[src/core/rmul_pkg.sv]
// constants shared by the radio module serial link
package rmul_pkg;
  // link framing and timing
  localparam int unsigned CLK_HZ         = 200_000_000;          // reference clock rate
  localparam int unsigned BAUD_BPS       = 115_200;              // serial bit rate
  localparam int unsigned BIT_CYC        = CLK_HZ / BAUD_BPS;    // cycles per bit, rounded down
  localparam int unsigned HALF_BIT_CYC   = BIT_CYC / 2;          // mid-bit sampling offset
  localparam int unsigned DATA_BITS      = 8;                    // data bits per character
  localparam int unsigned PKT_MAX_BYTES  = 256;                  // longest packet in bytes
  localparam logic [7:0]  NEWLINE_CHAR   = 8'h0a;                // packet delimiter
  // pairing indicator and sleep timing
  localparam int unsigned BLINK_HALF_MS  = 250;                  // blink half period in ms
  localparam int unsigned BLINK_HALF_CYC = BLINK_HALF_MS * (CLK_HZ / 1000);
  localparam int unsigned PAIRING_INDICATOR_WAIT_S    = 60;                   // one minute pairing window
  localparam longint unsigned PAIRING_INDICATOR_WAIT_CYC = 64'(PAIRING_INDICATOR_WAIT_S) * 64'(CLK_HZ);
  // reset values
  localparam logic        LINE_IDLE      = 1'b1;                 // serial line idles high
endpackage : rmul_pkg

[src/core/rmul_tx.sv]
// serial character transmitter, 8n1, least significant bit first
`timescale 1ns/10ps
`default_nettype none
module rmul_tx #(
  parameter int unsigned BIT_CYC = rmul_pkg::BIT_CYC  // cycles per bit
) (
  input  wire logic       i_ref_clk,    // reference clock
  input  wire logic       i_rst_b,      // synchronised reset, active low
  input  wire logic       i_valid,      // byte offered
  input  wire logic [7:0] i_data,       // byte to send
  output logic            o_ready,      // idle, byte may be offered
  output logic            o_txd         // serial line out
);
  typedef enum {RMUL_TX_IDLE, RMUL_TX_SHIFT} rmul_tx_e;
  typedef struct packed {
    rmul_tx_e    st;     // state
    logic [15:0] cnt;    // bit timer
    logic [3:0]  idx;    // bit index 0 start .. 9 stop
    logic [9:0]  sh;     // frame shift register
    logic        txd;    // line level
  } rmul_tx_s;
  rmul_tx_s s_q, s_d;

  // next-state logic
  always_comb begin
    s_d = s_q;
    case (s_q.st)
      RMUL_TX_IDLE: begin
        s_d.txd = rmul_pkg::LINE_IDLE;
        if (i_valid) begin
          // start low, data lsb first, stop high, no parity
          s_d.sh  = {1'b1, i_data, 1'b0};
          s_d.idx = 4'h0;
          s_d.cnt = 16'h0;
          s_d.st  = RMUL_TX_SHIFT;
          s_d.txd = 1'b0;
        end
      end
      RMUL_TX_SHIFT: begin
        if (s_q.cnt == 16'(BIT_CYC - 1)) begin
          s_d.cnt = 16'h0;
          if (s_q.idx == 4'h9) begin
            s_d.st  = RMUL_TX_IDLE;
            s_d.txd = rmul_pkg::LINE_IDLE;
          end else begin
            s_d.idx = s_q.idx + 4'h1;
            s_d.txd = s_q.sh[s_q.idx + 4'h1];
          end
        end else begin
          s_d.cnt = s_q.cnt + 16'h1;
        end
      end
      default: s_d.st = RMUL_TX_IDLE;
    endcase
  end

  // state register
  always_ff @(posedge i_ref_clk or negedge i_rst_b) begin
    if (!i_rst_b) begin
      s_q <= '{st: RMUL_TX_IDLE, cnt: 16'h0, idx: 4'h0, sh: 10'h3ff, txd: 1'b1};
    end else begin
      s_q <= s_d;
    end
  end

  assign o_txd   = s_q.txd;
  assign o_ready = (s_q.st == RMUL_TX_IDLE);

  // a frame lasts ten bit times; the line is low during the start bit
  a_tx_start_low : assert property (@(posedge i_ref_clk) disable iff (!i_rst_b)
    (s_q.st == RMUL_TX_IDLE && i_valid) |=> !o_txd [*2])
    else $error("start bit not low");
endmodule // rmul_tx
`default_nettype wire

[src/core/rmul_radio.sv]
// radio-side end of the serial link: receive queue, send on newline, pairing
`timescale 1ns/10ps
`default_nettype none
// Summary of operation
// - two-wire async serial link at 115200 bps
// - packets up to 256 bytes accepted
// - newline ends every packet
// - queue bytes, send over air on newline
// - blink pairing indicator while awaiting pairing
// - indicator steady on once paired
// - no pairing within one minute, deep sleep
// - sleep until wake reset, then resume
module rmul_radio #(
  parameter int unsigned       BIT_CYC    = rmul_pkg::BIT_CYC,        // cycles per bit
  parameter int unsigned       BLINK_CYC  = rmul_pkg::BLINK_HALF_CYC, // blink half period
  parameter longint unsigned   WAIT_CYC   = rmul_pkg::PAIRING_INDICATOR_WAIT_CYC,  // pairing window
  parameter int unsigned       DEPTH      = rmul_pkg::PKT_MAX_BYTES   // queue depth
) (
  input  wire logic       i_ref_clk,            // 200 MHz reference clock
  input  wire logic       i_rst_b,              // board reset, active low, async
  input  wire logic       i_radio_wake_reset,   // wake button, active high level
  input  wire logic       i_rxd,                // serial from logic side
  input  wire logic       i_air_paired,         // over-air peer has paired
  input  wire logic       i_air_rx_valid,       // byte arrived over the air
  input  wire logic [7:0] i_air_rx_data,        // that byte
  output logic            o_txd,                // serial to logic side
  output logic            o_air_tx_valid,       // byte sent over the air
  output logic [7:0]      o_air_tx_data,        // that byte
  output logic            o_air_tx_last,        // marks the newline byte
  output logic            o_pairing_indicator,  // pairing lamp
  output logic            o_sleep               // deep sleep status
);
  localparam int AW = $clog2(DEPTH);
  typedef enum {RMUL_RX_IDLE, RMUL_RX_BITS} rmul_rx_e;
  typedef enum {RMUL_PR_WAIT, RMUL_PR_PAIRED, RMUL_PR_SLEEP} rmul_pr_e;
  typedef struct packed {
    logic [1:0]    rsync;   // reset release pipeline
    logic [1:0]    dsync;   // rxd resampler, stage 1 read only by stage 2
    rmul_rx_e      rst;     // receive state
    logic [15:0]   rcnt;    // bit timer
    logic [3:0]    ridx;    // bit index
    logic [7:0]    rsh;     // received bits
    logic [AW:0]   cnt;     // queue fill count
    logic          drain;   // newline seen, emptying queue
    logic          airv;    // over-air byte strobe
    logic [7:0]    aird;    // over-air byte
    logic          airl;    // over-air last byte
    rmul_pr_e      pst;     // pairing state
    logic [31:0]   bcnt;    // blink timer
    logic [37:0]   wcnt;    // pairing window timer
    logic          lamp;    // indicator level
    logic          sleep;   // sleep level
    logic [DEPTH-1:0][7:0] mem;  // byte queue, flip-flops addressed by index
    logic [AW-1:0] wp;      // queue write index
    logic [AW-1:0] rp;      // queue read index
  } rmul_radio_s;
  rmul_radio_s s_q, s_d;
  logic       rst_b;                  // synchronised reset
  logic       byte_ok;                // full character received
  logic       tx_ready;               // transmitter idle
  logic       tx_fire;                // byte handed to transmitter

  assign rst_b = s_q.rsync[1];

  // bit-time compare used by the receiver in one place
  function automatic logic at_count(input logic [15:0] c, input int unsigned n);
    return c == 16'(n - 1);
  endfunction

  // next-state logic for receiver, queue control and pairing
  always_comb begin
    s_d       = s_q;
    s_d.rsync = {s_q.rsync[0], 1'b1};
    s_d.dsync = {s_q.dsync[0], i_rxd};
    s_d.airv  = 1'b0;
    s_d.airl  = 1'b0;
    byte_ok   = 1'b0;
    // receiver: mid-bit sampling at the link rate
    case (s_q.rst)
      RMUL_RX_IDLE: begin
        if (!s_q.dsync[1] && !s_q.sleep) begin
          s_d.rst  = RMUL_RX_BITS;
          s_d.rcnt = 16'(BIT_CYC / 2);
          s_d.ridx = 4'h0;
        end
      end
      RMUL_RX_BITS: begin
        if (at_count(s_q.rcnt, BIT_CYC)) begin
          s_d.rcnt = 16'h0;
          s_d.ridx = s_q.ridx + 4'h1;
          if (s_q.ridx == 4'h0 && s_q.dsync[1]) begin
            s_d.rst = RMUL_RX_IDLE;             // false start, glitch
          end else if (s_q.ridx == 4'h9) begin
            s_d.rst = RMUL_RX_IDLE;
            byte_ok = s_q.dsync[1];            // stop bit must be high
          end else if (s_q.ridx != 4'h0) begin
            s_d.rsh = {s_q.dsync[1], s_q.rsh[7:1]}; // lsb first
          end
        end else begin
          s_d.rcnt = s_q.rcnt + 16'h1;
        end
      end
      default: s_d.rst = RMUL_RX_IDLE;
    endcase
    // queue drain goes first so that a newline arriving as the old one leaves keeps drain set
    if (s_q.drain && s_q.cnt != '0) begin
      s_d.cnt  = s_d.cnt - (AW+1)'(1);
      s_d.rp   = s_q.rp + AW'(1);
      s_d.airv = 1'b1;
      s_d.aird = s_q.mem[s_q.rp];
      s_d.airl = (s_q.mem[s_q.rp] == rmul_pkg::NEWLINE_CHAR);
      if (s_q.mem[s_q.rp] == rmul_pkg::NEWLINE_CHAR) begin
        s_d.drain = 1'b0;
      end
    end
    // queue fill: hold bytes until newline; a full queue drops further bytes
    if (byte_ok && s_q.cnt != (AW+1)'(DEPTH)) begin
      s_d.cnt         = s_d.cnt + (AW+1)'(1);
      s_d.mem[s_q.wp] = s_q.rsh;
      s_d.wp          = s_q.wp + AW'(1);
      if (s_q.rsh == rmul_pkg::NEWLINE_CHAR) begin
        s_d.drain = 1'b1;
      end
    end
    // pairing indicator and sleep sequencing
    case (s_q.pst)
      RMUL_PR_WAIT: begin
        s_d.sleep = 1'b0;
        if (i_air_paired) begin
          s_d.pst  = RMUL_PR_PAIRED;
          s_d.lamp = 1'b1;
        end else if (s_q.wcnt == 38'(WAIT_CYC - 1)) begin
          s_d.pst   = RMUL_PR_SLEEP;
          s_d.sleep = 1'b1;
          s_d.lamp  = 1'b0;
        end else begin
          s_d.wcnt = s_q.wcnt + 38'h1;
          if (s_q.bcnt == 32'(BLINK_CYC - 1)) begin
            s_d.bcnt = 32'h0;
            s_d.lamp = !s_q.lamp;
          end else begin
            s_d.bcnt = s_q.bcnt + 32'h1;
          end
        end
      end
      RMUL_PR_PAIRED: begin
        s_d.lamp = 1'b1;
        if (!i_air_paired) begin
          s_d.pst  = RMUL_PR_WAIT;              // link lost: ready again
          s_d.wcnt = 38'h0;
          s_d.bcnt = 32'h0;
        end
      end
      RMUL_PR_SLEEP: begin
        s_d.lamp  = 1'b0;
        s_d.sleep = 1'b1;
      end
      default: s_d.pst = RMUL_PR_WAIT;
    endcase
    if (i_radio_wake_reset) begin
      s_d.pst   = RMUL_PR_WAIT;
      s_d.sleep = 1'b0;
      s_d.wcnt  = 38'h0;
      s_d.bcnt  = 32'h0;
      s_d.lamp  = 1'b1;
      s_d.cnt   = '0;
      s_d.drain = 1'b0;
      s_d.wp    = '0;
      s_d.rp    = '0;
    end
  end

  // state register; first reset pipeline stage only sees constants
  always_ff @(posedge i_ref_clk or negedge i_rst_b) begin
    if (!i_rst_b) begin
      s_q <= '0;
      s_q.dsync <= 2'b11;
      s_q.lamp  <= 1'b1;
    end else if (!rst_b) begin
      s_q       <= '0;
      s_q.rsync <= s_d.rsync;
      s_q.dsync <= 2'b11;
      s_q.lamp  <= 1'b1;
    end else begin
      s_q <= s_d;
    end
  end

  // over-the-air receive path passes straight to the serial transmitter
  assign tx_fire = i_air_rx_valid && tx_ready && !s_q.sleep;

  rmul_tx #(
    .BIT_CYC (BIT_CYC)
  ) u_tx (
    .i_ref_clk (i_ref_clk),
    .i_rst_b   (rst_b),
    .i_valid   (tx_fire),
    .i_data    (i_air_rx_data),
    .o_ready   (tx_ready),
    .o_txd     (o_txd)
  );

  assign o_air_tx_valid      = s_q.airv;
  assign o_air_tx_data       = s_q.aird;
  assign o_air_tx_last       = s_q.airl;
  assign o_pairing_indicator = s_q.lamp;
  assign o_sleep             = s_q.sleep;

  a_send_after_nl : assert property (@(posedge i_ref_clk) disable iff (!rst_b)
    o_air_tx_valid |-> (s_q.drain || o_air_tx_last || $past(s_q.drain)))
    else $error("byte sent before newline");
  // an accepted newline starts the send two edges later, even mid-drain
  a_send_on_nl : assert property (@(posedge i_ref_clk) disable iff (!rst_b)
    (byte_ok && s_q.rsh == rmul_pkg::NEWLINE_CHAR && s_q.cnt != (AW+1)'(DEPTH)
      && !i_radio_wake_reset) |=> ##1 o_air_tx_valid)
    else $error("newline did not start sending");
  a_paired_steady : assert property (@(posedge i_ref_clk) disable iff (!rst_b)
    (s_q.pst == RMUL_PR_PAIRED) |=> (o_pairing_indicator || !i_air_paired))
    else $error("indicator not steady while paired");
  a_sleep_holds : assert property (@(posedge i_ref_clk) disable iff (!rst_b)
    (o_sleep && !i_radio_wake_reset) |=> o_sleep)
    else $error("left sleep without wake reset");
  a_wake_resume : assert property (@(posedge i_ref_clk) disable iff (!rst_b)
    i_radio_wake_reset |=> !o_sleep)
    else $error("wake reset did not resume");
  a_sleep_dark : assert property (@(posedge i_ref_clk) disable iff (!rst_b)
    o_sleep |-> !o_pairing_indicator)
    else $error("indicator lit in sleep");
  a_blink_waits : assert property (@(posedge i_ref_clk) disable iff (!rst_b)
    (s_q.pst == RMUL_PR_WAIT && s_q.bcnt != 32'h0 && !i_air_paired && !i_radio_wake_reset
      && $stable(s_q.wcnt) == 1'b0) |-> $stable(o_pairing_indicator))
    else $error("indicator toggled early");
  a_queue_bound : assert property (@(posedge i_ref_clk) disable iff (!rst_b)
    s_q.cnt <= (AW+1)'(DEPTH))
    else $error("queue overfilled");
  a_idle_line : assert property (@(posedge i_ref_clk) disable iff (!rst_b)
    (tx_ready && !tx_fire) |=> o_txd)
    else $error("line not idle high");
endmodule // rmul_radio
`default_nettype wire

[config.mk]
export PLATFORM = sky130hd
export DESIGN_NAME = rmul_radio
export DESIGN_NICKNAME = d
export VERILOG_FILES = /design/src/core/rmul_pkg.sv /design/src/core/rmul_tx.sv /design/src/core/rmul_radio.sv
export SDC_FILE = /design/constraint.sdc
export NUM_CORES = 2
export LEC_CHECK = 0
export BUFFER_PORTS_ARGS = -buffer_cell sky130_fd_sc_hd__clkbuf_2
export CAP_MARGIN = 10
export CORE_MARGIN = 8
export CORE_UTILIZATION = 53
export CTS_CLUSTER_DIAMETER = 80
export CTS_CLUSTER_SIZE = 16
export DETAILED_ROUTE_END_ITERATION = 8
export PLACE_DENSITY = 0.77
export SLEW_MARGIN = 10
export SYNTH_ARGS = -nofsm -noshare
export SYNTH_HDL_FRONTEND = slang
export SYNTH_SLANG_ARGS = --single-unit
[constraint.sdc]
create_clock -name i_ref_clk -period 1.3 [get_ports i_ref_clk]
set_clock_uncertainty 0.2 [all_clocks]
set_input_delay 0.26 -clock i_ref_clk [delete_from_list [all_inputs] [get_ports i_ref_clk]]
set_output_delay 0.26 -clock i_ref_clk [all_outputs]
set_load 0.02 [all_outputs]
=== Word level (Yosys, flattened, before mapping) ===
Index checks and enable logic that the tools add are counted.

* Register bits after elaboration: 2,314
* Latch bits: 0
* RAM bits: 0
* ROM bits: 0
* Bits of input ports: 14
* Memories kept: 0

* Add/sub/neg operators: 10
* $mul: 0
* Div/mod/pow operators: 0
* $lt $le $gt $ge: 4
* Eq/ne operators: 39
* Shift operators: 0
* Mux-type cells: 59
* Bitwise gates (word level): 0
* Reductions and logical operators: 30

{| class="wikitable"
|+ Operator list
! cell !! number
|-
| $mux 2250 || 1
|-
| $mux 2056 || 1
|-
| $bwmux 2048 || 1
|-
| $mux 32 || 8
|-
| $mux 70 || 2
|-
| $pmux 70 s2 || 1
|-
| $logic_not 32->1 || 4
|-
| $pmux 32 s2 || 2
|-
| $mux 104 || 1
|-
| $mux 102 || 1
|-
| $eq 32x1->1 const B || 3
|-
| $pmux 32 s3 || 1
|-
| $pmux 20 s2 || 2
|-
| $bmux 8 s8 || 1
|-
| $demux 8 s8 || 1
|-
| $mux 63 || 1
|-
| $mux 8 || 7
|-
| $mux 52 || 1
|-
| $mux 16 || 3
|-
| $add 38x1->38 const B || 1
|-
| $eq 38x34->1 const B || 1
|-
| $add 16x1->16 const B || 2
|-
| $add 32x1->32 const B || 1
|-
| $eq 16x11->1 const B || 2
|-
| other kinds (40) || 93
|}

=== Depth between registers and ports, before layout ===
* Depth in word-level cells: 9
* Depth in mapped cells: 14
* Gate-level depth less buffers: 12

=== By module ===
From an unflattened synthesis, not the netlist that was laid out.

* Cell total of the unflattened synthesis: 11,669
* Area total of the unflattened synthesis: 107,343.0 sq um

{| class="wikitable"
|+ Modules (own cells, without submodules)
! module !! times used !! cells an instance !! area an instance (sq um) !! sequential area each (sq um)
|-
| rmul_radio || 1 || 11,507 || 105,690.1 || 54,831.3
|-
| rmul_tx || 1 || 162 || 1,652.8 || 788.3
|}

=== Least setup slack after synthesis ===
Ideal clock, no wire load.

* Path kind: reg2reg
* From: register s_q[0] in the netlist's numbering
* To: register s_q[2178] in the netlist's numbering
* Setup time: 121 ps
* Data arrival time: 2,881 ps
* Data required time: 979 ps
* Setup slack: -1,902 ps
* Stages on the path, launching flop included: 14
* Path buffers: 4
* Clock period less this slack: 3,202 ps
* Cells stage by stage: dfrtp_1 buf_6 buf_6 buf_4 buf_2 mux4_2 a22oi_1 nand3_1 a311oi_1 a22oi_1 o21ai_0 nand2_1 and4b_1 o21ai_1

* Longest elaborated chain between the ends: 9

{| class="wikitable"
|+ Ends and longest elaborated chain
! what !! RTL line !! source
|-
| from (decl) || rmul_radio.sv:57 || <nowiki>rmul_radio_s s_q, s_d;</nowiki>
|-
| $bmux 8 s8 * || rmul_radio.sv:112 || <nowiki>if (s_q.mem[s_q.rp] == rmul_pkg::NEWLINE_CHAR) begin</nowiki>
|-
| $mux 8 (implied by the code) * || rmul_radio.sv:112 ||
|-
| $eq 8x4->1 * || rmul_radio.sv:112 ||
|-
| $mux 1 * || rmul_radio.sv:112 ||
|-
| $mux 20 * || rmul_radio.sv:106 || <nowiki>if (s_q.drain && s_q.cnt != '0) begin</nowiki>
|-
| $mux 1 || rmul_radio.sv:121 || <nowiki>if (s_q.rsh == rmul_pkg::NEWLINE_CHAR) begin</nowiki>
|-
| $mux 10 * || rmul_radio.sv:117 || <nowiki>if (byte_ok && s_q.cnt != (AW+1)'(DEPTH)) begin</nowiki>
|-
| $mux 10 * || rmul_radio.sv:160 || <nowiki>if (i_radio_wake_reset) begin</nowiki>
|-
| $mux 2250 * || rmul_radio.sv:179 || <nowiki>end else if (!rst_b) begin</nowiki>
|}

Every way passes the cells marked *; elsewhere a longest branch is shown, timed or not. The select of a mux whose other input is x is not followed.
A chain may end at the register's enable or synchronous reset.

=== Worst setup path after layout ===
* From: register s_q[0] in the netlist's numbering
* To: register s_q (netlist bit o_air_tx_last)

* Longest elaborated chain between the ends: 5

{| class="wikitable"
|+ Ends and longest elaborated chain
! what !! RTL line !! source
|-
| $bmux 8 s8 || rmul_radio.sv:111 || <nowiki>s_d.airl = (s_q.mem[s_q.rp] == rmul_pkg::NEWLINE_CHAR);</nowiki>
|-
| $mux 8 (implied by the code) || rmul_radio.sv:111 ||
|-
| $eq 8x4->1 || rmul_radio.sv:111 ||
|-
| $mux 20 || rmul_radio.sv:106 ||
|-
| $mux 2250 || rmul_radio.sv:179 ||
|}

Every way passes these cells. The select of a mux whose other input is x is not followed.

==> results.cfg <==
[yosys]
synth.distinct_cells = 78
yosys.area_share.adder = 0.002234
ys_warn_count = 0
avgSynthCellArea_um2 = 9.593
syn_area_um2 = 112000
synth_edf_count = 0
synth_largest_area_cell = dfrtp_1
synth_compound_area_frac = 0.1705
ys_dominant_reg_cell = dfrtp_1
syn-num-nets = 11710
synthSimpleGateAreaFrac = 0.1858
async_reset_ff_frac = 1.000
netlist.area_leader.share = 0.4936
syn-instance-count = 11680
synthXorXnorAreaFrac = 0.004536
ys_seq_area_frac = 0.4966
synth_seq_cells = 2222
muxShareOfSynthArea = 0.1095
synthTopCellsByArea = dfrtp_1 49%, nand2_1 15%, a21boi_0 14%
synth_top_family_by_area = simple AND/OR/NAND/NOR gates

[critical_path]
critPathBufInv = 4
cp_num_cells = 13
critical_path.max_fanout = 8
r2r-start = s_q[0]
endpoint = o_air_tx_last
cp-startpoint = s_q[0]
timing.rr.end = o_air_tx_last
r2r_slack_ps = -2660
worstRegToRegCells = 13
arrival_ps = 4590
crit_type = register to register
required_ps = 1930
cpPeakStageDelay_ps = 520
crit_chain = buf_12 -> buf_16 -> buf_16 -> mux4_2 -> a22oi_2 -> nand4_1 -> buf_4 -> nand3_4 -> a32oi_2 -> o21ai_2 -> nor4bb_4 -> and4b_2 -> and2_4
cp-start-kind = register
worst_setup_path_end_kind = register
path_common_cell = buf_16
cpLargestDelayFamily = simple AND/OR/NAND/NOR gates
cpMaxStageDelayCell = mux4_2

[place]
dp_hpwl_mm = 297.8
dpl_cell_area_um2 = 131000
gp_congestion = 1.026
placed_cells = 15560
port_buffers = 26
place_ws_ps = -3052

[finish]
syn_to_final_growth_pct = 27.64
final_cells = 15990
fillers = 14860
post-route-cell-area_um2 = 143000
fin_nets = 13140
drive_above_1_share = 0.2753
fin_util = 0.6814
multi_input_area_um2 = 58050
register_area_um2 = 55670

[sta]
timing.hold.ws_ps = -177.3
hold_viol = 5
relSlewSlack = 0.3720
setup_ws_ps = -2662
fmax_mhz = 252.4
fin_tns_setup_ps = -4225710
rsz0062_at_grt = yes
fin_crit_sh = 3.048
maxSlewViolCount = 0
max_slew.worst_pin.slew_ps = 938.5
finalSetupViolCount = 4422
period_needed_ps = 3962

[power]
p_leak_nw = 58.17
switching_power_mw = 29.41
clkPwrFrac = 0.402
power.density_nw_per_um2 = 872.8
finalPower_mw = 124.8
seq_power_share = 0.556
switching_share = 0.2357
comb_power_share = 0.041
ir_worst_vdd_uv = 1460
p_int_mw = 95.37

[clock_network]
cts_tree = yes
clock_sinks = 2222
cts-root-buf = clkbuf_16
clk_pin_slew_ps = 80
insertion_delay_ps = 900
cts-htree-levels = 4
hold_buffers = 21
cts_max_path_buffers = 3
cts_buffers = 162

[floorplan]
die_w_um = 475.7
io_pins = 27
start_util = 0.5339
die_area_um2 = 226300
die_h_um = 475.7
rows = 168
core-area_um2 = 209800

[routing]
drtIter0Drc = 16140
drc = 8
routed_wl_mm = 445.8
vias_per_cell = 6.505
firstDrtPassIters = 9
wire_per_inst_um = 27.88
drtAntennaViolNets = 0
vias = 104000

[global_routing]
grtUsageTotal = 0.3796
grt_max_degree = 219
grt_overflow = 0
grt_pass1_wl_mm = 652.5
grt_pass1_vias = 102000
antenna_found_initial = 23

[run]
maxCapViolations = 0

[outcome]
violations = DRC, hold timing, setup timing
status = finished with violations

[hold_path]
hp-class = primary input to register
==> registers in the layout, indices dropped and copies added, names as in the netlist <==
signal,cells
s_q,2176
u_tx.s_q,30
o_air_tx_data,8
s_d,2
o_air_tx_last,1
o_air_tx_valid,1
o_pairing_indicator,1
o_sleep,1
rst_b,1
u_tx.o_txd,1
==> worst min-delay path, stage by stage <==
cell and delay, ps:
clkbuf_2 160, nand2b_1 150, buf_4 120, or3_1 110
o21ai_0 70
==> layout by cell type (no fill, tap or decap), drive strengths merged, types with 45 or more instances in the layout <==
cell type	instances
nand2	4541
dfrtp	2209
a21boi	2049
buf	1981
mux4	459
nor2	429
clkbuf	225
mux2i	162
o21ai	136
a21oi	102
a22oi	99
nand3	78
nor3	45
==> cells in the mapped netlist (6+ instances only) <==
master        n
dfrtp_1    2209
o211a_1       9
and2_1       18
buf_6        22
o31ai_1      11
a211oi_1     31
a221oi_1     18
nand4_1      31
o21ai_0     132
nor4b_1       7
and3_1       39
buf_2        80
nor4_1       22
ha_1         20
and4_1        6
nand2b_1     24
or3_1        16
inv_1        24
a21oi_1     102
nand2_1    4541
a2111oi_0     6
o221ai_1     17
nor2_1      429
clkbuf_1    613
buf_4        32
nor2b_1      30
xnor2_1      31
mux4_2      455
nor3_1       44
a22oi_1      99
a21boi_1     16
a21boi_0   2033
mux2_2       26
a211o_1      13
nand3_1      77
a31oi_1      20
xor2_1       27
o22ai_1      33
mux2i_1     162
dfstp_2      13
a22o_1       20
buf_1        24
a32oi_1       6
==> final cells by class <==
| cell class | instances | share of cell area |
|---|---|---|
| clock inverters | 27 | 0.003133 |
| multi-input cells | 8653 | 0.4061 |
| inverters | 25 | 0.0006739 |
| clock buffers | 192 | 0.02957 |
| diodes | 27 | 0.0004726 |
| flip-flops and latches | 2222 | 0.3894 |
| repair buffers | 2039 | 0.1461 |
| well taps | 2805 | 0.02455 |
==> layer usage <==
layer  track usage  vias up  share of wire
li1              -    42510              -
met1        0.4773    51590           0.35
met2        0.5508     7855           0.43
met3        0.1336     2038           0.14
met4        0.2627       18          0.090
met5             0        -        0.00057
==> worst min-delay path by stage <==
stage	start	to	slack [ps]	cells after the start
floorplan	i_rst_b	o_air_tx_data[0]	-240	0
global placement	i_rst_b	s_q[1813]	30	2
detailed placement	i_rst_b	s_q[1813]	30	2
CTS	i_radio_wake_reset	s_q[2066]	-150	5
global route	i_radio_wake_reset	s_q[2066]	-110	5
finish	i_radio_wake_reset	s_q[2066]	-180	5
==> what timing repair did <==
item	in CTS	in global routing
buffers inserted	99	53
endpoints found under the setup margin	2264	4453
resized for setup	979	564
pin swaps	344	161
cloned	14	8
hold endpoints to repair	2244	4
==> power by group through the flow <==
| stage | Sequential, mW | Combinational (mW) | Clock (mW) |
|---|---|---|---|
| global route | 69.4 | 5.58 | 52.7 |
| CTS | 69.4 | 5.11 | 50.1 |
| finish | 69.4 | 5.16 | 50.2 |
| floorplan | 70.9 | 1.94 | 0 |
| detailed placement | 70.8 | 5.03 | 0 |
| global placement | 70.8 | 4.87 | 0 |
==> kinds of logic after synthesis <==
kind of cell / after synthesis
AO/OA/AOI/OAI: 2607
XOR/XNOR: 58
adder cells (fa/ha/maj): 20
buffers and inverters: 800
flip-flops: 2222
multiplexers: 647
other: 1
AND/OR/NAND/NOR: 5320
(Power assumes the default switching activity.)
